===== src/design/serial_map.vh =====
`ifndef SERIAL_MAP_VH
`define SERIAL_MAP_VH

// ********************************************
// Register offsets
// ********************************************
`define OFS_POWER_CONTROL 8'h87
`define OFS_SERIAL_CONTROL 8'h98
`define OFS_SERIAL_BUFFER 8'h99
`define OFS_SLAVE_ADDRESS 8'ha9
`define OFS_SLAVE_ADDRESS_MASK 8'hb9

// ********************************************
// Reset values
// ********************************************
`define RST_SLAVE_ADDRESS 8'h00
`define RST_SLAVE_ADDRESS_MASK 8'h00
`define RST_BYTE 8'h00

// ********************************************
// Serial control fields
// ********************************************
`define SC_BIT7 7
`define SC_MODE1 6
`define SC_MULTIPROC 5
`define SC_RX_ENABLE 4
`define SC_TX_NINTH 3
`define SC_RX_NINTH 2
`define SC_TX_DONE 1
`define SC_RX_DONE 0

// ********************************************
// Power control fields
// ********************************************
`define PC_BAUD_DOUBLE 7
`define PC_FLAG_VIEW 6

// ********************************************
// Modes, periods in clocks, sample points in sixteenth-bit ticks, frame bit counts
// ********************************************
`define MODE_SYNC 2'h0
`define MODE_ASYNC10 2'h1
`define MODE_ASYNC11_FIXED 2'h2
`define MODE_ASYNC11_TIMER 2'h3
`define SYNC_PERIOD_SLOW 4'hc
`define SYNC_PERIOD_FAST 4'h4
`define FIXED_TICK_SLOW 2'h3
`define FIXED_TICK_FAST 2'h1
`define SAMPLE_FIRST 4'h8
`define SAMPLE_SECOND 4'h9
`define SAMPLE_THIRD 4'ha
`define BITS_ASYNC10 4'ha
`define BITS_ASYNC11 4'hb
`define BITS_SYNC 4'h8

`endif


===== src/design/addr_match.v =====
`timescale 1ns/1ps

module addr_match #(
	parameter WIDTH = 8
) (
	// Received byte
	input wire [WIDTH-1:0] rx_byte,
	// Address setup
	input wire [WIDTH-1:0] slave_address,
	input wire [WIDTH-1:0] slave_address_mask,
	// Result
	output wire match
);

	wire [WIDTH-1:0] bcast;
	wire [WIDTH-1:0] given_hit;
	wire [WIDTH-1:0] bcast_hit;

	assign bcast = slave_address | slave_address_mask;

	genvar i;
	generate
		for (i = 0; i < WIDTH; i = i + 1) begin : g_bit
			// Masked-off positions always agree
			assign given_hit[i] = ~slave_address_mask[i] |
				(rx_byte[i] == slave_address[i]);
			assign bcast_hit[i] = ~bcast[i] | rx_byte[i];
		end
	endgenerate

	assign match = (&given_hit) | (&bcast_hit);

endmodule


===== src/design/serial_port.v =====
`timescale 1ns/1ps
`include "serial_map.vh"

module serial_port (
	// Clock and reset
	input wire clk_sys,
	input wire rstn,
	// Register port
	input wire [7:0] reg_addr,
	input wire [7:0] reg_wdata,
	input wire reg_wr,
	input wire reg_rd,
	output reg [7:0] reg_rdata,
	// Baud timer overflow pulse
	input wire timer_ovf,
	// Serial pins
	output wire tx_out,
	input wire rx_in,
	output wire rx_out,
	output wire rx_oe
);

	localparam RX_IDLE = 1'b0;
	localparam RX_RUN = 1'b1;

	// ********************************************
	// Registers
	// ********************************************
	reg mode_select_bit0_reg;
	reg mode_select_bit1_reg;
	reg multiproc_enable_reg;
	reg rx_enable_reg;
	reg tx_ninth_reg;
	reg rx_ninth_bit_reg;
	reg tx_done_reg;
	reg rx_done_flag_reg;
	reg frame_error_flag_reg;
	reg baud_double_select_reg;
	reg flag_view_select_reg;
	reg [7:0] slave_address_reg;
	reg [7:0] slave_address_mask_reg;
	reg [7:0] rx_buf_reg;

	wire [1:0] mode;
	wire wr_sc;
	wire wr_serial_buffer;
	wire wr_pc;
	wire sync_mode;

	assign mode = {mode_select_bit0_reg, mode_select_bit1_reg};
	assign sync_mode = (mode == `MODE_SYNC);
	assign wr_sc = reg_wr && (reg_addr == `OFS_SERIAL_CONTROL);
	assign wr_serial_buffer = reg_wr && (reg_addr == `OFS_SERIAL_BUFFER);
	assign wr_pc = reg_wr && (reg_addr == `OFS_POWER_CONTROL);

	// ********************************************
	// Pin synchroniser
	// ********************************************
	reg rx_meta_reg;
	reg rx_sync_reg;
	reg rx_prev_reg;

	always @(posedge clk_sys or negedge rstn) begin
		if (!rstn) begin
			rx_meta_reg <= 1'b1;
			rx_sync_reg <= 1'b1;
			rx_prev_reg <= 1'b1;
		end else begin
			rx_meta_reg <= rx_in;
			rx_sync_reg <= rx_meta_reg;
			rx_prev_reg <= rx_sync_reg;
		end
	end

	// ********************************************
	// Sixteen-times bit tick
	// ********************************************
	reg [1:0] fixed_cnt_reg;
	reg ovf_half_reg;
	wire fixed_tick;
	wire timer_tick;
	wire tick16;
	wire [1:0] fixed_top;

	assign fixed_top = baud_double_select_reg ? `FIXED_TICK_FAST :
		`FIXED_TICK_SLOW;
	assign fixed_tick = (fixed_cnt_reg == fixed_top);
	// Without doubling only every second overflow counts
	assign timer_tick = timer_ovf && (baud_double_select_reg || ovf_half_reg);
	assign tick16 = (mode == `MODE_ASYNC11_FIXED) ? fixed_tick :
		timer_tick;

	always @(posedge clk_sys or negedge rstn) begin
		if (!rstn) begin
			fixed_cnt_reg <= 2'h0;
			ovf_half_reg <= 1'b0;
		end else begin
			fixed_cnt_reg <= fixed_tick ? 2'h0 : fixed_cnt_reg + 2'h1;
			if (timer_ovf)
				ovf_half_reg <= ~ovf_half_reg;
		end
	end

	// ********************************************
	// Synchronous mode engine
	// ********************************************
	reg sync_busy_reg;
	reg sync_rx_reg;
	reg [3:0] sync_phase_reg;
	reg [3:0] sync_bits_reg;
	reg [7:0] sync_sh_reg;
	wire [3:0] sync_top;
	wire [3:0] sync_fall;
	wire [3:0] sync_rise;
	wire sync_clk_low;
	wire sync_rx_start;
	wire sync_end;
	wire sync_rx_set;
	wire sync_tx_set;

	assign sync_top = multiproc_enable_reg ? `SYNC_PERIOD_FAST :
		`SYNC_PERIOD_SLOW;
	assign sync_fall = {2'b00, sync_top[3:2]};
	assign sync_rise = sync_fall + {1'b0, sync_top[3:1]};
	assign sync_clk_low = sync_busy_reg && (sync_phase_reg >= sync_fall) &&
		(sync_phase_reg < sync_rise);
	assign sync_rx_start = sync_mode && rx_enable_reg && !rx_done_flag_reg &&
		!sync_busy_reg && !wr_serial_buffer;
	assign sync_end = sync_busy_reg && (sync_phase_reg == sync_top - 4'h1) &&
		(sync_bits_reg == `BITS_SYNC - 4'h1);
	assign sync_rx_set = sync_end && sync_rx_reg;
	assign sync_tx_set = sync_end && !sync_rx_reg;

	always @(posedge clk_sys or negedge rstn) begin
		if (!rstn) begin
			sync_busy_reg <= 1'b0;
			sync_rx_reg <= 1'b0;
			sync_phase_reg <= 4'h0;
			sync_bits_reg <= 4'h0;
			sync_sh_reg <= `RST_BYTE;
		end else if (wr_serial_buffer && sync_mode) begin
			sync_busy_reg <= 1'b1;
			sync_rx_reg <= 1'b0;
			sync_phase_reg <= 4'h0;
			sync_bits_reg <= 4'h0;
			sync_sh_reg <= reg_wdata;
		end else if (sync_rx_start) begin
			sync_busy_reg <= 1'b1;
			sync_rx_reg <= 1'b1;
			sync_phase_reg <= 4'h0;
			sync_bits_reg <= 4'h0;
		end else if (sync_busy_reg) begin
			// Receive latches on the rising shift clock edge
			if (sync_rx_reg && (sync_phase_reg == sync_rise))
				sync_sh_reg <= {rx_sync_reg, sync_sh_reg[7:1]};
			if (sync_phase_reg == sync_top - 4'h1) begin
				sync_phase_reg <= 4'h0;
				sync_bits_reg <= sync_bits_reg + 4'h1;
				if (!sync_rx_reg)
					sync_sh_reg <= {1'b1, sync_sh_reg[7:1]};
				if (sync_end)
					sync_busy_reg <= 1'b0;
			end else begin
				sync_phase_reg <= sync_phase_reg + 4'h1;
			end
		end
	end

	// ********************************************
	// Asynchronous transmitter
	// ********************************************
	reg [3:0] tx_div_reg;
	reg [10:0] tx_sh_reg;
	reg [3:0] tx_left_reg;
	reg tx_busy_reg;
	reg tx_line_reg;
	wire tx_roll;
	wire tx_async_set;

	// Bits leave on the divide-by-16 rollover, not on the write itself
	assign tx_roll = tick16 && (tx_div_reg == 4'hf);
	assign tx_async_set = tx_roll && tx_busy_reg && (tx_left_reg == 4'h1);

	always @(posedge clk_sys or negedge rstn) begin
		if (!rstn) begin
			tx_div_reg <= 4'h0;
			tx_sh_reg <= 11'h7ff;
			tx_left_reg <= 4'h0;
			tx_busy_reg <= 1'b0;
			tx_line_reg <= 1'b1;
		end else begin
			if (tick16)
				tx_div_reg <= tx_div_reg + 4'h1;
			if (wr_serial_buffer && !sync_mode) begin
				tx_busy_reg <= 1'b1;
				if (mode == `MODE_ASYNC10) begin
					tx_sh_reg <= {2'b11, reg_wdata, 1'b0};
					tx_left_reg <= `BITS_ASYNC10;
				end else begin
					tx_sh_reg <= {1'b1, tx_ninth_reg, reg_wdata, 1'b0};
					tx_left_reg <= `BITS_ASYNC11;
				end
			end else if (tx_roll && tx_busy_reg) begin
				if (tx_left_reg != 4'h0) begin
					tx_line_reg <= tx_sh_reg[0];
					tx_sh_reg <= {1'b1, tx_sh_reg[10:1]};
					tx_left_reg <= tx_left_reg - 4'h1;
				end else begin
					tx_busy_reg <= 1'b0;
				end
			end
		end
	end

	// ********************************************
	// Asynchronous receiver
	// ********************************************
	reg rx_state_reg;
	reg [3:0] rx_div_reg;
	reg [3:0] rx_bitn_reg;
	reg rx_s8_reg;
	reg rx_s9_reg;
	reg [7:0] rx_data_reg;
	reg rx_ninth_tmp_reg;
	wire rx_fall;
	wire vote;
	wire at_vote;
	wire [3:0] rx_last;
	wire at_stop;
	wire addr_hit;
	wire mp_ok;
	wire frame_accept;
	wire frame_bad;
	wire ninth_in;

	assign rx_fall = rx_prev_reg && !rx_sync_reg;
	assign vote = (rx_s8_reg & rx_s9_reg) | (rx_s8_reg & rx_sync_reg) |
		(rx_s9_reg & rx_sync_reg);
	assign at_vote = (rx_state_reg == RX_RUN) && tick16 &&
		(rx_div_reg == `SAMPLE_THIRD);
	assign rx_last = (mode == `MODE_ASYNC10) ? `BITS_ASYNC10 - 4'h1 :
		`BITS_ASYNC11 - 4'h1;
	assign at_stop = at_vote && (rx_bitn_reg == rx_last);
	assign ninth_in = (mode == `MODE_ASYNC10) ? vote : rx_ninth_tmp_reg;

	addr_match #(
		.WIDTH(8)
	) u_addr_match (
		.rx_byte(rx_data_reg),
		.slave_address(slave_address_reg),
		.slave_address_mask(slave_address_mask_reg),
		.match(addr_hit)
	);

	// Address frames in modes 2 and 3 carry a high ninth bit
	assign mp_ok = !multiproc_enable_reg || (vote && addr_hit &&
		((mode == `MODE_ASYNC10) || rx_ninth_tmp_reg));
	assign frame_accept = at_stop && !rx_done_flag_reg &&
		mp_ok;
	assign frame_bad = at_stop && !vote;

	always @(posedge clk_sys or negedge rstn) begin
		if (!rstn) begin
			rx_state_reg <= RX_IDLE;
			rx_div_reg <= 4'h0;
			rx_bitn_reg <= 4'h0;
			rx_s8_reg <= 1'b1;
			rx_s9_reg <= 1'b1;
			rx_data_reg <= `RST_BYTE;
			rx_ninth_tmp_reg <= 1'b0;
		end else begin
			case (rx_state_reg)
			RX_IDLE: begin
				if (!sync_mode && rx_enable_reg && rx_fall) begin
					rx_state_reg <= RX_RUN;
					rx_div_reg <= 4'h0;
					rx_bitn_reg <= 4'h0;
				end
			end
			RX_RUN: begin
				if (tick16) begin
					rx_div_reg <= rx_div_reg + 4'h1;
					if (rx_div_reg == `SAMPLE_FIRST)
						rx_s8_reg <= rx_sync_reg;
					if (rx_div_reg == `SAMPLE_SECOND)
						rx_s9_reg <= rx_sync_reg;
				end
				if (at_vote) begin
					rx_bitn_reg <= rx_bitn_reg + 4'h1;
					if (rx_bitn_reg == 4'h0) begin
						if (vote)
							rx_state_reg <= RX_IDLE;
					end else if (at_stop) begin
						rx_state_reg <= RX_IDLE;
					end else if (rx_bitn_reg == 4'h9) begin
						rx_ninth_tmp_reg <= vote;
					end else begin
						rx_data_reg <= {vote, rx_data_reg[7:1]};
					end
				end
				if (sync_mode)
					rx_state_reg <= RX_IDLE;
			end
			default: rx_state_reg <= RX_IDLE;
			endcase
		end
	end

	// ********************************************
	// Control and flag registers
	// ********************************************
	always @(posedge clk_sys or negedge rstn) begin
		if (!rstn) begin
			mode_select_bit0_reg <= 1'b0;
			mode_select_bit1_reg <= 1'b0;
			multiproc_enable_reg <= 1'b0;
			rx_enable_reg <= 1'b0;
			tx_ninth_reg <= 1'b0;
			rx_ninth_bit_reg <= 1'b0;
			tx_done_reg <= 1'b0;
			rx_done_flag_reg <= 1'b0;
			frame_error_flag_reg <= 1'b0;
			baud_double_select_reg <= 1'b0;
			flag_view_select_reg <= 1'b0;
			slave_address_reg <= `RST_SLAVE_ADDRESS;
			slave_address_mask_reg <= `RST_SLAVE_ADDRESS_MASK;
			rx_buf_reg <= `RST_BYTE;
		end else begin
			if (wr_sc) begin
				if (!flag_view_select_reg)
					mode_select_bit0_reg <= reg_wdata[`SC_BIT7];
				mode_select_bit1_reg <= reg_wdata[`SC_MODE1];
				multiproc_enable_reg <= reg_wdata[`SC_MULTIPROC];
				rx_enable_reg <= reg_wdata[`SC_RX_ENABLE];
				tx_ninth_reg <= reg_wdata[`SC_TX_NINTH];
			end
			// Hardware events win over a same-cycle software clear
			if (frame_accept || sync_rx_set)
				rx_done_flag_reg <= 1'b1;
			else if (wr_sc)
				rx_done_flag_reg <= reg_wdata[`SC_RX_DONE];
			if (tx_async_set || sync_tx_set)
				tx_done_reg <= 1'b1;
			else if (wr_sc)
				tx_done_reg <= reg_wdata[`SC_TX_DONE];
			if (frame_accept)
				rx_ninth_bit_reg <= ninth_in;
			else if (wr_sc)
				rx_ninth_bit_reg <= reg_wdata[`SC_RX_NINTH];
			if (frame_bad)
				frame_error_flag_reg <= 1'b1;
			else if (wr_sc && flag_view_select_reg && !reg_wdata[`SC_BIT7])
				frame_error_flag_reg <= 1'b0;
			if (frame_accept)
				rx_buf_reg <= rx_data_reg;
			else if (sync_rx_set)
				// At the fast rate the last bit lands in this same cycle
				rx_buf_reg <= (sync_phase_reg == sync_rise) ?
					{rx_sync_reg, sync_sh_reg[7:1]} : sync_sh_reg;
			if (wr_pc) begin
				baud_double_select_reg <= reg_wdata[`PC_BAUD_DOUBLE];
				flag_view_select_reg <= reg_wdata[`PC_FLAG_VIEW];
			end
			if (reg_wr && (reg_addr == `OFS_SLAVE_ADDRESS))
				slave_address_reg <= reg_wdata;
			if (reg_wr && (reg_addr == `OFS_SLAVE_ADDRESS_MASK))
				slave_address_mask_reg <= reg_wdata;
		end
	end

	// ********************************************
	// Read port
	// ********************************************
	reg [7:0] rdata_next;
	wire bit7_view;

	assign bit7_view = flag_view_select_reg ? frame_error_flag_reg :
		mode_select_bit0_reg;

	always @* begin
		rdata_next = 8'h00;
		case (reg_addr)
		`OFS_SERIAL_CONTROL: rdata_next = {bit7_view, mode_select_bit1_reg,
			multiproc_enable_reg, rx_enable_reg, tx_ninth_reg,
			rx_ninth_bit_reg, tx_done_reg, rx_done_flag_reg};
		`OFS_SERIAL_BUFFER: rdata_next = rx_buf_reg;
		`OFS_POWER_CONTROL: rdata_next = {baud_double_select_reg,
			flag_view_select_reg, 6'h00};
		`OFS_SLAVE_ADDRESS: rdata_next = slave_address_reg;
		`OFS_SLAVE_ADDRESS_MASK: rdata_next = slave_address_mask_reg;
		default: rdata_next = 8'h00;
		endcase
	end

	always @(posedge clk_sys or negedge rstn) begin
		if (!rstn)
			reg_rdata <= 8'h00;
		else if (reg_rd)
			reg_rdata <= rdata_next;
		else
			reg_rdata <= 8'h00;
	end

	// ********************************************
	// Pin drive
	// ********************************************
	// Sync mode owns the data pin only while shifting out
	assign tx_out = sync_mode ? !sync_clk_low : tx_line_reg;
	assign rx_oe = sync_mode && sync_busy_reg && !sync_rx_reg;
	assign rx_out = rx_oe ? sync_sh_reg[0] : 1'b1;

endmodule


===== config.mk =====
export PLATFORM = sky130hd
export DESIGN_NAME = serial_port
export DESIGN_NICKNAME = d
export VERILOG_FILES = /design/src/design/addr_match.v /design/src/design/serial_port.v
export VERILOG_INCLUDE_DIRS = /design/src /design/src/design
export SDC_FILE = /design/constraint.sdc
export NUM_CORES = 1
export LEC_CHECK = 0
export BUFFER_PORTS_ARGS = -buffer_cell sky130_fd_sc_hd__clkbuf_2
export CAP_MARGIN = 25
export CORE_MARGIN = 1.5
export CORE_UTILIZATION = 30
export CTS_BUF_LIST = sky130_fd_sc_hd__clkbuf_4 sky130_fd_sc_hd__clkbuf_8 sky130_fd_sc_hd__clkbuf_16
export DETAILED_ROUTE_END_ITERATION = 6
export PLACE_DENSITY = 0.48
export REMOVE_ABC_BUFFERS = 1
export SLEW_MARGIN = 20
export SYNTH_ARGS = -nofsm -noshare
export SYNTH_HDL_FRONTEND = slang
export SYNTH_HIERARCHICAL = 1
export SYNTH_SLANG_ARGS = --single-unit

===== constraint.sdc =====
create_clock -name clk_sys -period 3.09 [get_ports clk_sys]
set_input_delay 0.1545 -clock clk_sys [delete_from_list [all_inputs] [get_ports clk_sys]]
set_output_delay 0.1545 -clock clk_sys [all_outputs]
set_load 0.01 [all_outputs]

Yosys cells after proc, flatten, opt, wreduce, memory -nomap -nowiden. Index checks and enable logic that the tools add are counted.

Multipliers: 0. $lt $le $gt $ge: 2. Bitwise operators: 46. Muxes and demuxes: 66. Reduce and logical (&&, ||, !) cells: 80. Equality and inequality tests: 31. Shifts and indexed selects: 0. Div/mod/pow operators: 0. Add/subtract/negate cells: 9.

Operators by type and width (number): 2-to-1 mux 8 bit (10); 2-to-1 mux 4 bit (15); == test 8 bit (second input constant) (5); one-hot mux 8 bit (5 select lines) (1); logical AND 1 bit (37); 2-to-1 mux 11 bit (3); 2-to-1 mux 1 bit (30); inverter 1 bit (23); adder 4 x 1 -> 4 bit (second input constant) (5); == test 4 bit (second input constant) (5); OR 1 bit (19); nonzero test 2 bit (9); one-hot mux 4 bit (2 select lines) (2); AND reduction 8 bit (2); AND reduction 2 bit (7); == test 4 bit (3); zero test 1 bit (10); 2-to-1 mux 10 bit (1); AND reduction 5 bit (2); AND reduction 3 bit (3); == test 1 bit (8); OR 8 bit (1); subtractor 4 x 1 -> 4 bit (second input constant) (2); 2-to-1 mux 2 bit (3); other kinds (18) (28).

ROM bits: 0. Memories: 0. Logic and storage cells: 271. Memory bits (writable): 0. Output and inout port bits: 11. Bits in latches: 0. Flip-flop bits (word level): 108.

Longest topological paths before layout.
Word-level depth: 11. Gate-level depth with buffers: 8. Mapped depth without buffers: 7.

By module. The synthesis kept the hierarchy.

By module, submodules not included: serial_port (instances 1, cells each 513, sequential area each 2697.6 um^2, area each 5489.0 um^2); addr_match (instances 1, cells each 26, sequential area each 0.0 um^2, area each 185.2 um^2).

Worst setup path after synthesis. OpenSTA, ideal clock, no wires.

Kind: reg2reg. From: register slave_address_reg[6]. To: register rx_buf_reg[0]. Library setup time: 0.125 ns. Arrival time: 1.892 ns. Buffers on the path: 0. Required time: 2.965 ns. Stages on the path, launching flop included: 8. Path slack: 1.074 ns. Cell sequence: dfrtp_1 xor2_1 a22oi_1 nand4_1 o31ai_2 o211ai_1 a211oi_4 mux2_2.

Word-level cells in the longest chain between the ends: 10. Elaborated cells on any way between the ends: 14. Classes of those cells: eq/ne (1); mux (1); bitwise (5); reduce/logical (7).

RTL lines: from (decl) (line serial_port.v:40) `reg [7:0] slave_address_reg;`; from (signal assigned) (line serial_port.v:325) `` slave_address_reg <= `RST_SLAVE_ADDRESS; ``; from (signal assigned) (line serial_port.v:365) `slave_address_reg <= reg_wdata;`; OR 8 bit (line addr_match.v:19) `assign bcast = slave_address | slave_address_mask;`; inverter 1 bit (line addr_match.v:27) `assign bcast_hit[i] = ~bcast[i] | rx_byte[i];`; OR 1 bit (line addr_match.v:27); AND reduction 8 bit (line addr_match.v:31) `assign match = (&given_hit) | (&bcast_hit);`; OR 1 bit * (line addr_match.v:31); via addr_hit (line serial_port.v:230) `wire addr_hit;`; logical AND 1 bit * (2 in series) (line serial_port.v:256) `assign mp_ok = !multiproc_enable_reg || (vote && addr_hit &&`; logical OR 1 bit * (line serial_port.v:256); logical AND 1 bit * (line serial_port.v:258) `assign frame_accept = at_stop && !rx_done_flag_reg &&`; 2-to-1 mux 8 bit or nonzero test 2 bit (tied branches); to (signal assigned) (line serial_port.v:327) `` rx_buf_reg <= `RST_BYTE; ``; to (signal assigned) (line serial_port.v:355) `rx_buf_reg <= rx_data_reg;`; to (signal assigned) (line serial_port.v:358) `rx_buf_reg <= (sync_phase_reg == sync_rise) ?`; to (decl) (line serial_port.v:42) `reg [7:0] rx_buf_reg;`.

The timed path passes the listed nets; every way through them passes the cells marked *. A chain may end at the register's enable or synchronous reset.

Worst setup path in the final report.
From: register multiproc_enable_reg. To: output port tx_out.

Word-level cells in the longest chain between the ends: 6. Elaborated cells on any way between the ends: 8. Classes of those cells: add/sub (1); order compare (2); mux (2); reduce/logical (3).

RTL lines: from (decl) (line serial_port.v:31) `reg multiproc_enable_reg;`; from (signal assigned) (line serial_port.v:333) `` multiproc_enable_reg <= reg_wdata[`SC_MULTIPROC]; ``; 2-to-1 mux 4 bit (no source line) *; adder 2 x 3 -> 4 bit or greater-or-equal comparator 4 x 2 -> 1 bit (tied branches) (line serial_port.v:124, serial_port.v:125); < comparator 4 bit or logical AND 1 bit (tied branches) (line serial_port.v:126, serial_port.v:125); logical AND 1 bit * (line serial_port.v:125) `assign sync_clk_low = sync_busy_reg && (sync_phase_reg >= sync_fall) &&`; zero test 1 bit * (line serial_port.v:408) `assign tx_out = sync_mode ? !sync_clk_low : tx_line_reg;`; 2-to-1 mux 1 bit * (line serial_port.v:408); to (decl) (line serial_port.v:17) `output wire tx_out,`.

Mark *: on every way between the ends. The rest lies on a longest branch, timed or not.

==> impl_results.md <==
* Area of the mapped netlist at 5670 µm²
* Vias per cell at 5.11
* Tcrit/Tclk final at 0.856
* Syn Inst Count at 539
* Commonest cells after routing, fill and taps aside: 91 x dfrtp_1, 63 x nor2_1, 45 x mux2_2
* Pwr Density at 582 nW/µm²
* Clock buffer count from CTS at 9
* Seq/Total Area, Yosys at 0.475
* GPL Wtd Cong at 0.834
* Antenna fix cells at 0
* IO Port Bufs at 32
* Pins Over Slew Limit at 0
* Post-route insts no fill at 813
* Multi-input gate area at 2820 µm²
* Overall Global Routing Usage at 0.152
* Async set or reset register ratio after synthesis at 1.00
* Data arrival time of the worst path at 2490 ps
* Worst setup SP type: flip-flop
* Pre-antenna DRT Iters at 4
* DR WL/cell at 17.6 µm
* Die area at 19,700 µm²
* Clock sink total at 107
* Post-CTS Hold Fix Bufs at 3
* RSZ-0062 raised after global routing: no
* Post-CTS Setup Bufs at 0
* Met2 usage at 0.252
* Remaining antenna violation count at 0
* # DRC at 0
* Clock Path Buffers at 2
* Kind of critical path: reg2out
* Commonest non-fill, non-tap cell in the layout: dfrtp_1
* Hold EP: tx_sh_reg[4]
* Minimum clock period at 2650 ps
* WL final at 14.3 mm
* Post-synth EDFFs at 0
* Vias at 4,157
* Fill cell count at 1,866
* DRT iter0 DRCs at 308
* CTS tree: built
* Status: finished clean
* First-pass GRT wire length at 22.9 mm
* Switching share of power at 0.300
* H-tree Lvls at 3
* Chip width at 141 µm
* Die height at 141 µm
* Vias in the first global route at 4,135
* GR Overflow Total at 0
* R2R Setup Slk at 690 ps
* Setup Viol. Count Final at 0
* WHS Path Cells at 3
* Synth Warn # at 6
* Internal Power at 0.00263 W
* Mean Syn Cell Area at 10.5 µm²
* Max reg flops at 10
* Share of post-route cells with drive strength above 1 at 0.230
* Root buffer cell: clkbuf_16
* Count of final hold-check violations at 0
* Post_cts resized at 0
* Clk_lat worst skew at 360 ps
* Fin Setup TNS at 0 ps
* CP Max Fanout at 6
* Reg clk slew, reported paths at 70 ps
* Worst rel slew slack at 0.468
* Worst vdd ir at 0.206 mV
* Initial antenna violation count at 0
* Switching pwr at 0.00113 W
* Row cnt at 50
* R2r endpoint: rx_buf_reg[4]
* Max-Cap Viols at 0
* Met3 usage at 0.0291
* Detail Placement HPWL at 10.2 mm
* Synth Flop Type: dfrtp_1
* Synth Register Bits at 107
* Post-Place Cells at 794
* Pleak at 2.95 nW
* Critical path origin: multiproc_enable_reg
* Clock network power share at 0.339
* Hold Startpoint: reg_wdata[3]
* WHS at 154 ps
* Core area at 18,600 µm²
* Reg-to-Reg Start: rx_data_reg[2]
* Layer with the highest usage: met2
* Worst setup EP type: output pin
* Max Freq at 0.378 GHz
* Crit path required time at 2940 ps
* Synth cell types at 65
* Worst Hold Class: in2reg
* Clk_skew at 8.38 ps
* Worst Max-Slew Pin Slew at 797 ps
* Reg area at 2700 µm²
* IO Pins at 33
* Global-route track usage on met1 at 0.195
* Final nets at 612
* Area Overhead vs Synth at 13.9%
* R2R depth at 7
* Largest net degree at the start of global routing at 56
* Initial Utilization at 0.304
* Final total power at 0.00376 W
* Sequential Power Share at 0.479
* Logic pwr share at 0.182
-- cell usage after synthesis, types with 6 or more instances --
library cell / instances / area, µm²
nor2_1: 63 / 236
mux2_2: 45 / 507
nor3_1: 6 / 30.0
xor2_1: 15 / 131
dfstp_2: 16 / 420
a21oi_1: 41 / 205
nand2_1: 42 / 158
o21ai_0: 20 / 100
dfrtp_1: 91 / 2280
buf_2: 8 / 40.0
inv_1: 19 / 71.3
a22oi_1: 6 / 45.0
mux2i_1: 31 / 310
nand3_1: 22 / 110
clkbuf_1: 8 / 30.0
nand4_1: 7 / 43.8
ha_1: 16 / 200
-- metal layers --
layer | vias up | routed length (µm)
met5 | - | 0
met4 | 0 | 254
met3 | 15 | 558
met2 | 87 | 6880
met1 | 2065 | 6650
li1 | 1990 | -
-- how the worst max path moves through the flow --
stage / end / slack, ps
3_3_place_gp: tx_out / 650
5_1_grt: tx_out / 180
3_5_place_dp: tx_out / 700
2_1_floorplan: rx_buf_reg[0] / 870
4_1_cts: tx_out / 310
6_report: tx_out / 440
-- stage by stage --
| stage | area (µm²) | setup WS, ps | util |
|---|---|---|---|
| after floorplan | 5590 | 873 | - |
| after global placement | 6110 | 653 | 0.328 |
| after detailed placement | 6110 | 699 | 0.328 |
| after CTS | 6460 | 305 | 0.347 |
| after global routing | 6460 | 177 | 0.347 |
| final | 6460 | 444 | 0.347 |
-- cell families (layout without fill, tap and decap cells) --
family / count (synthesis) / count (layout) / share of synthesized area
AND/OR/NAND/NOR: 178 / 178 / 0.164
flip-flops: 107 / 107 / 0.475
AO/OA/AOI/OAI: 102 / 102 / 0.116
multiplexers: 78 / 78 / 0.148
buffers and inverters: 37 / 77 / 0.0282
XOR/XNOR: 20 / 20 / 0.0309
adder cells (fa/ha/maj): 17 / 17 / 0.0370
-- worst max-delay path: stages (launching register included) --
cell,delay [ps]
dfrtp_1,530
inv_1,80
ha_1,340
a211o_1,300
a2111oi_0,500
o21ai_0,210
clkbuf_2,170
-- power groups by stage --
stage | Clock, W | Sequential [W] | Combinational [W]
global route | 0.00138 | 0.00184 | 0.000779
finish | 0.00127 | 0.00180 | 0.000684
global placement | 0 | 0.00182 | 0.000673
CTS | 0.00131 | 0.00180 | 0.000698
floorplan | 0 | 0.00176 | 0.000491
detailed placement | 0 | 0.00183 | 0.000693
-- area by class of cell --
cell class / count / area share
Clock buffer: 9 / 0.0348
Clock inverter: 7 / 0.0157
Timing Repair Buffer: 42 / 0.0399
Sequential cell: 107 / 0.417
Multi-Input combinational cell: 395 / 0.436
Inverter: 19 / 0.0110
Tap cell: 234 / 0.0453
Power figures use the tool's default switching activity.
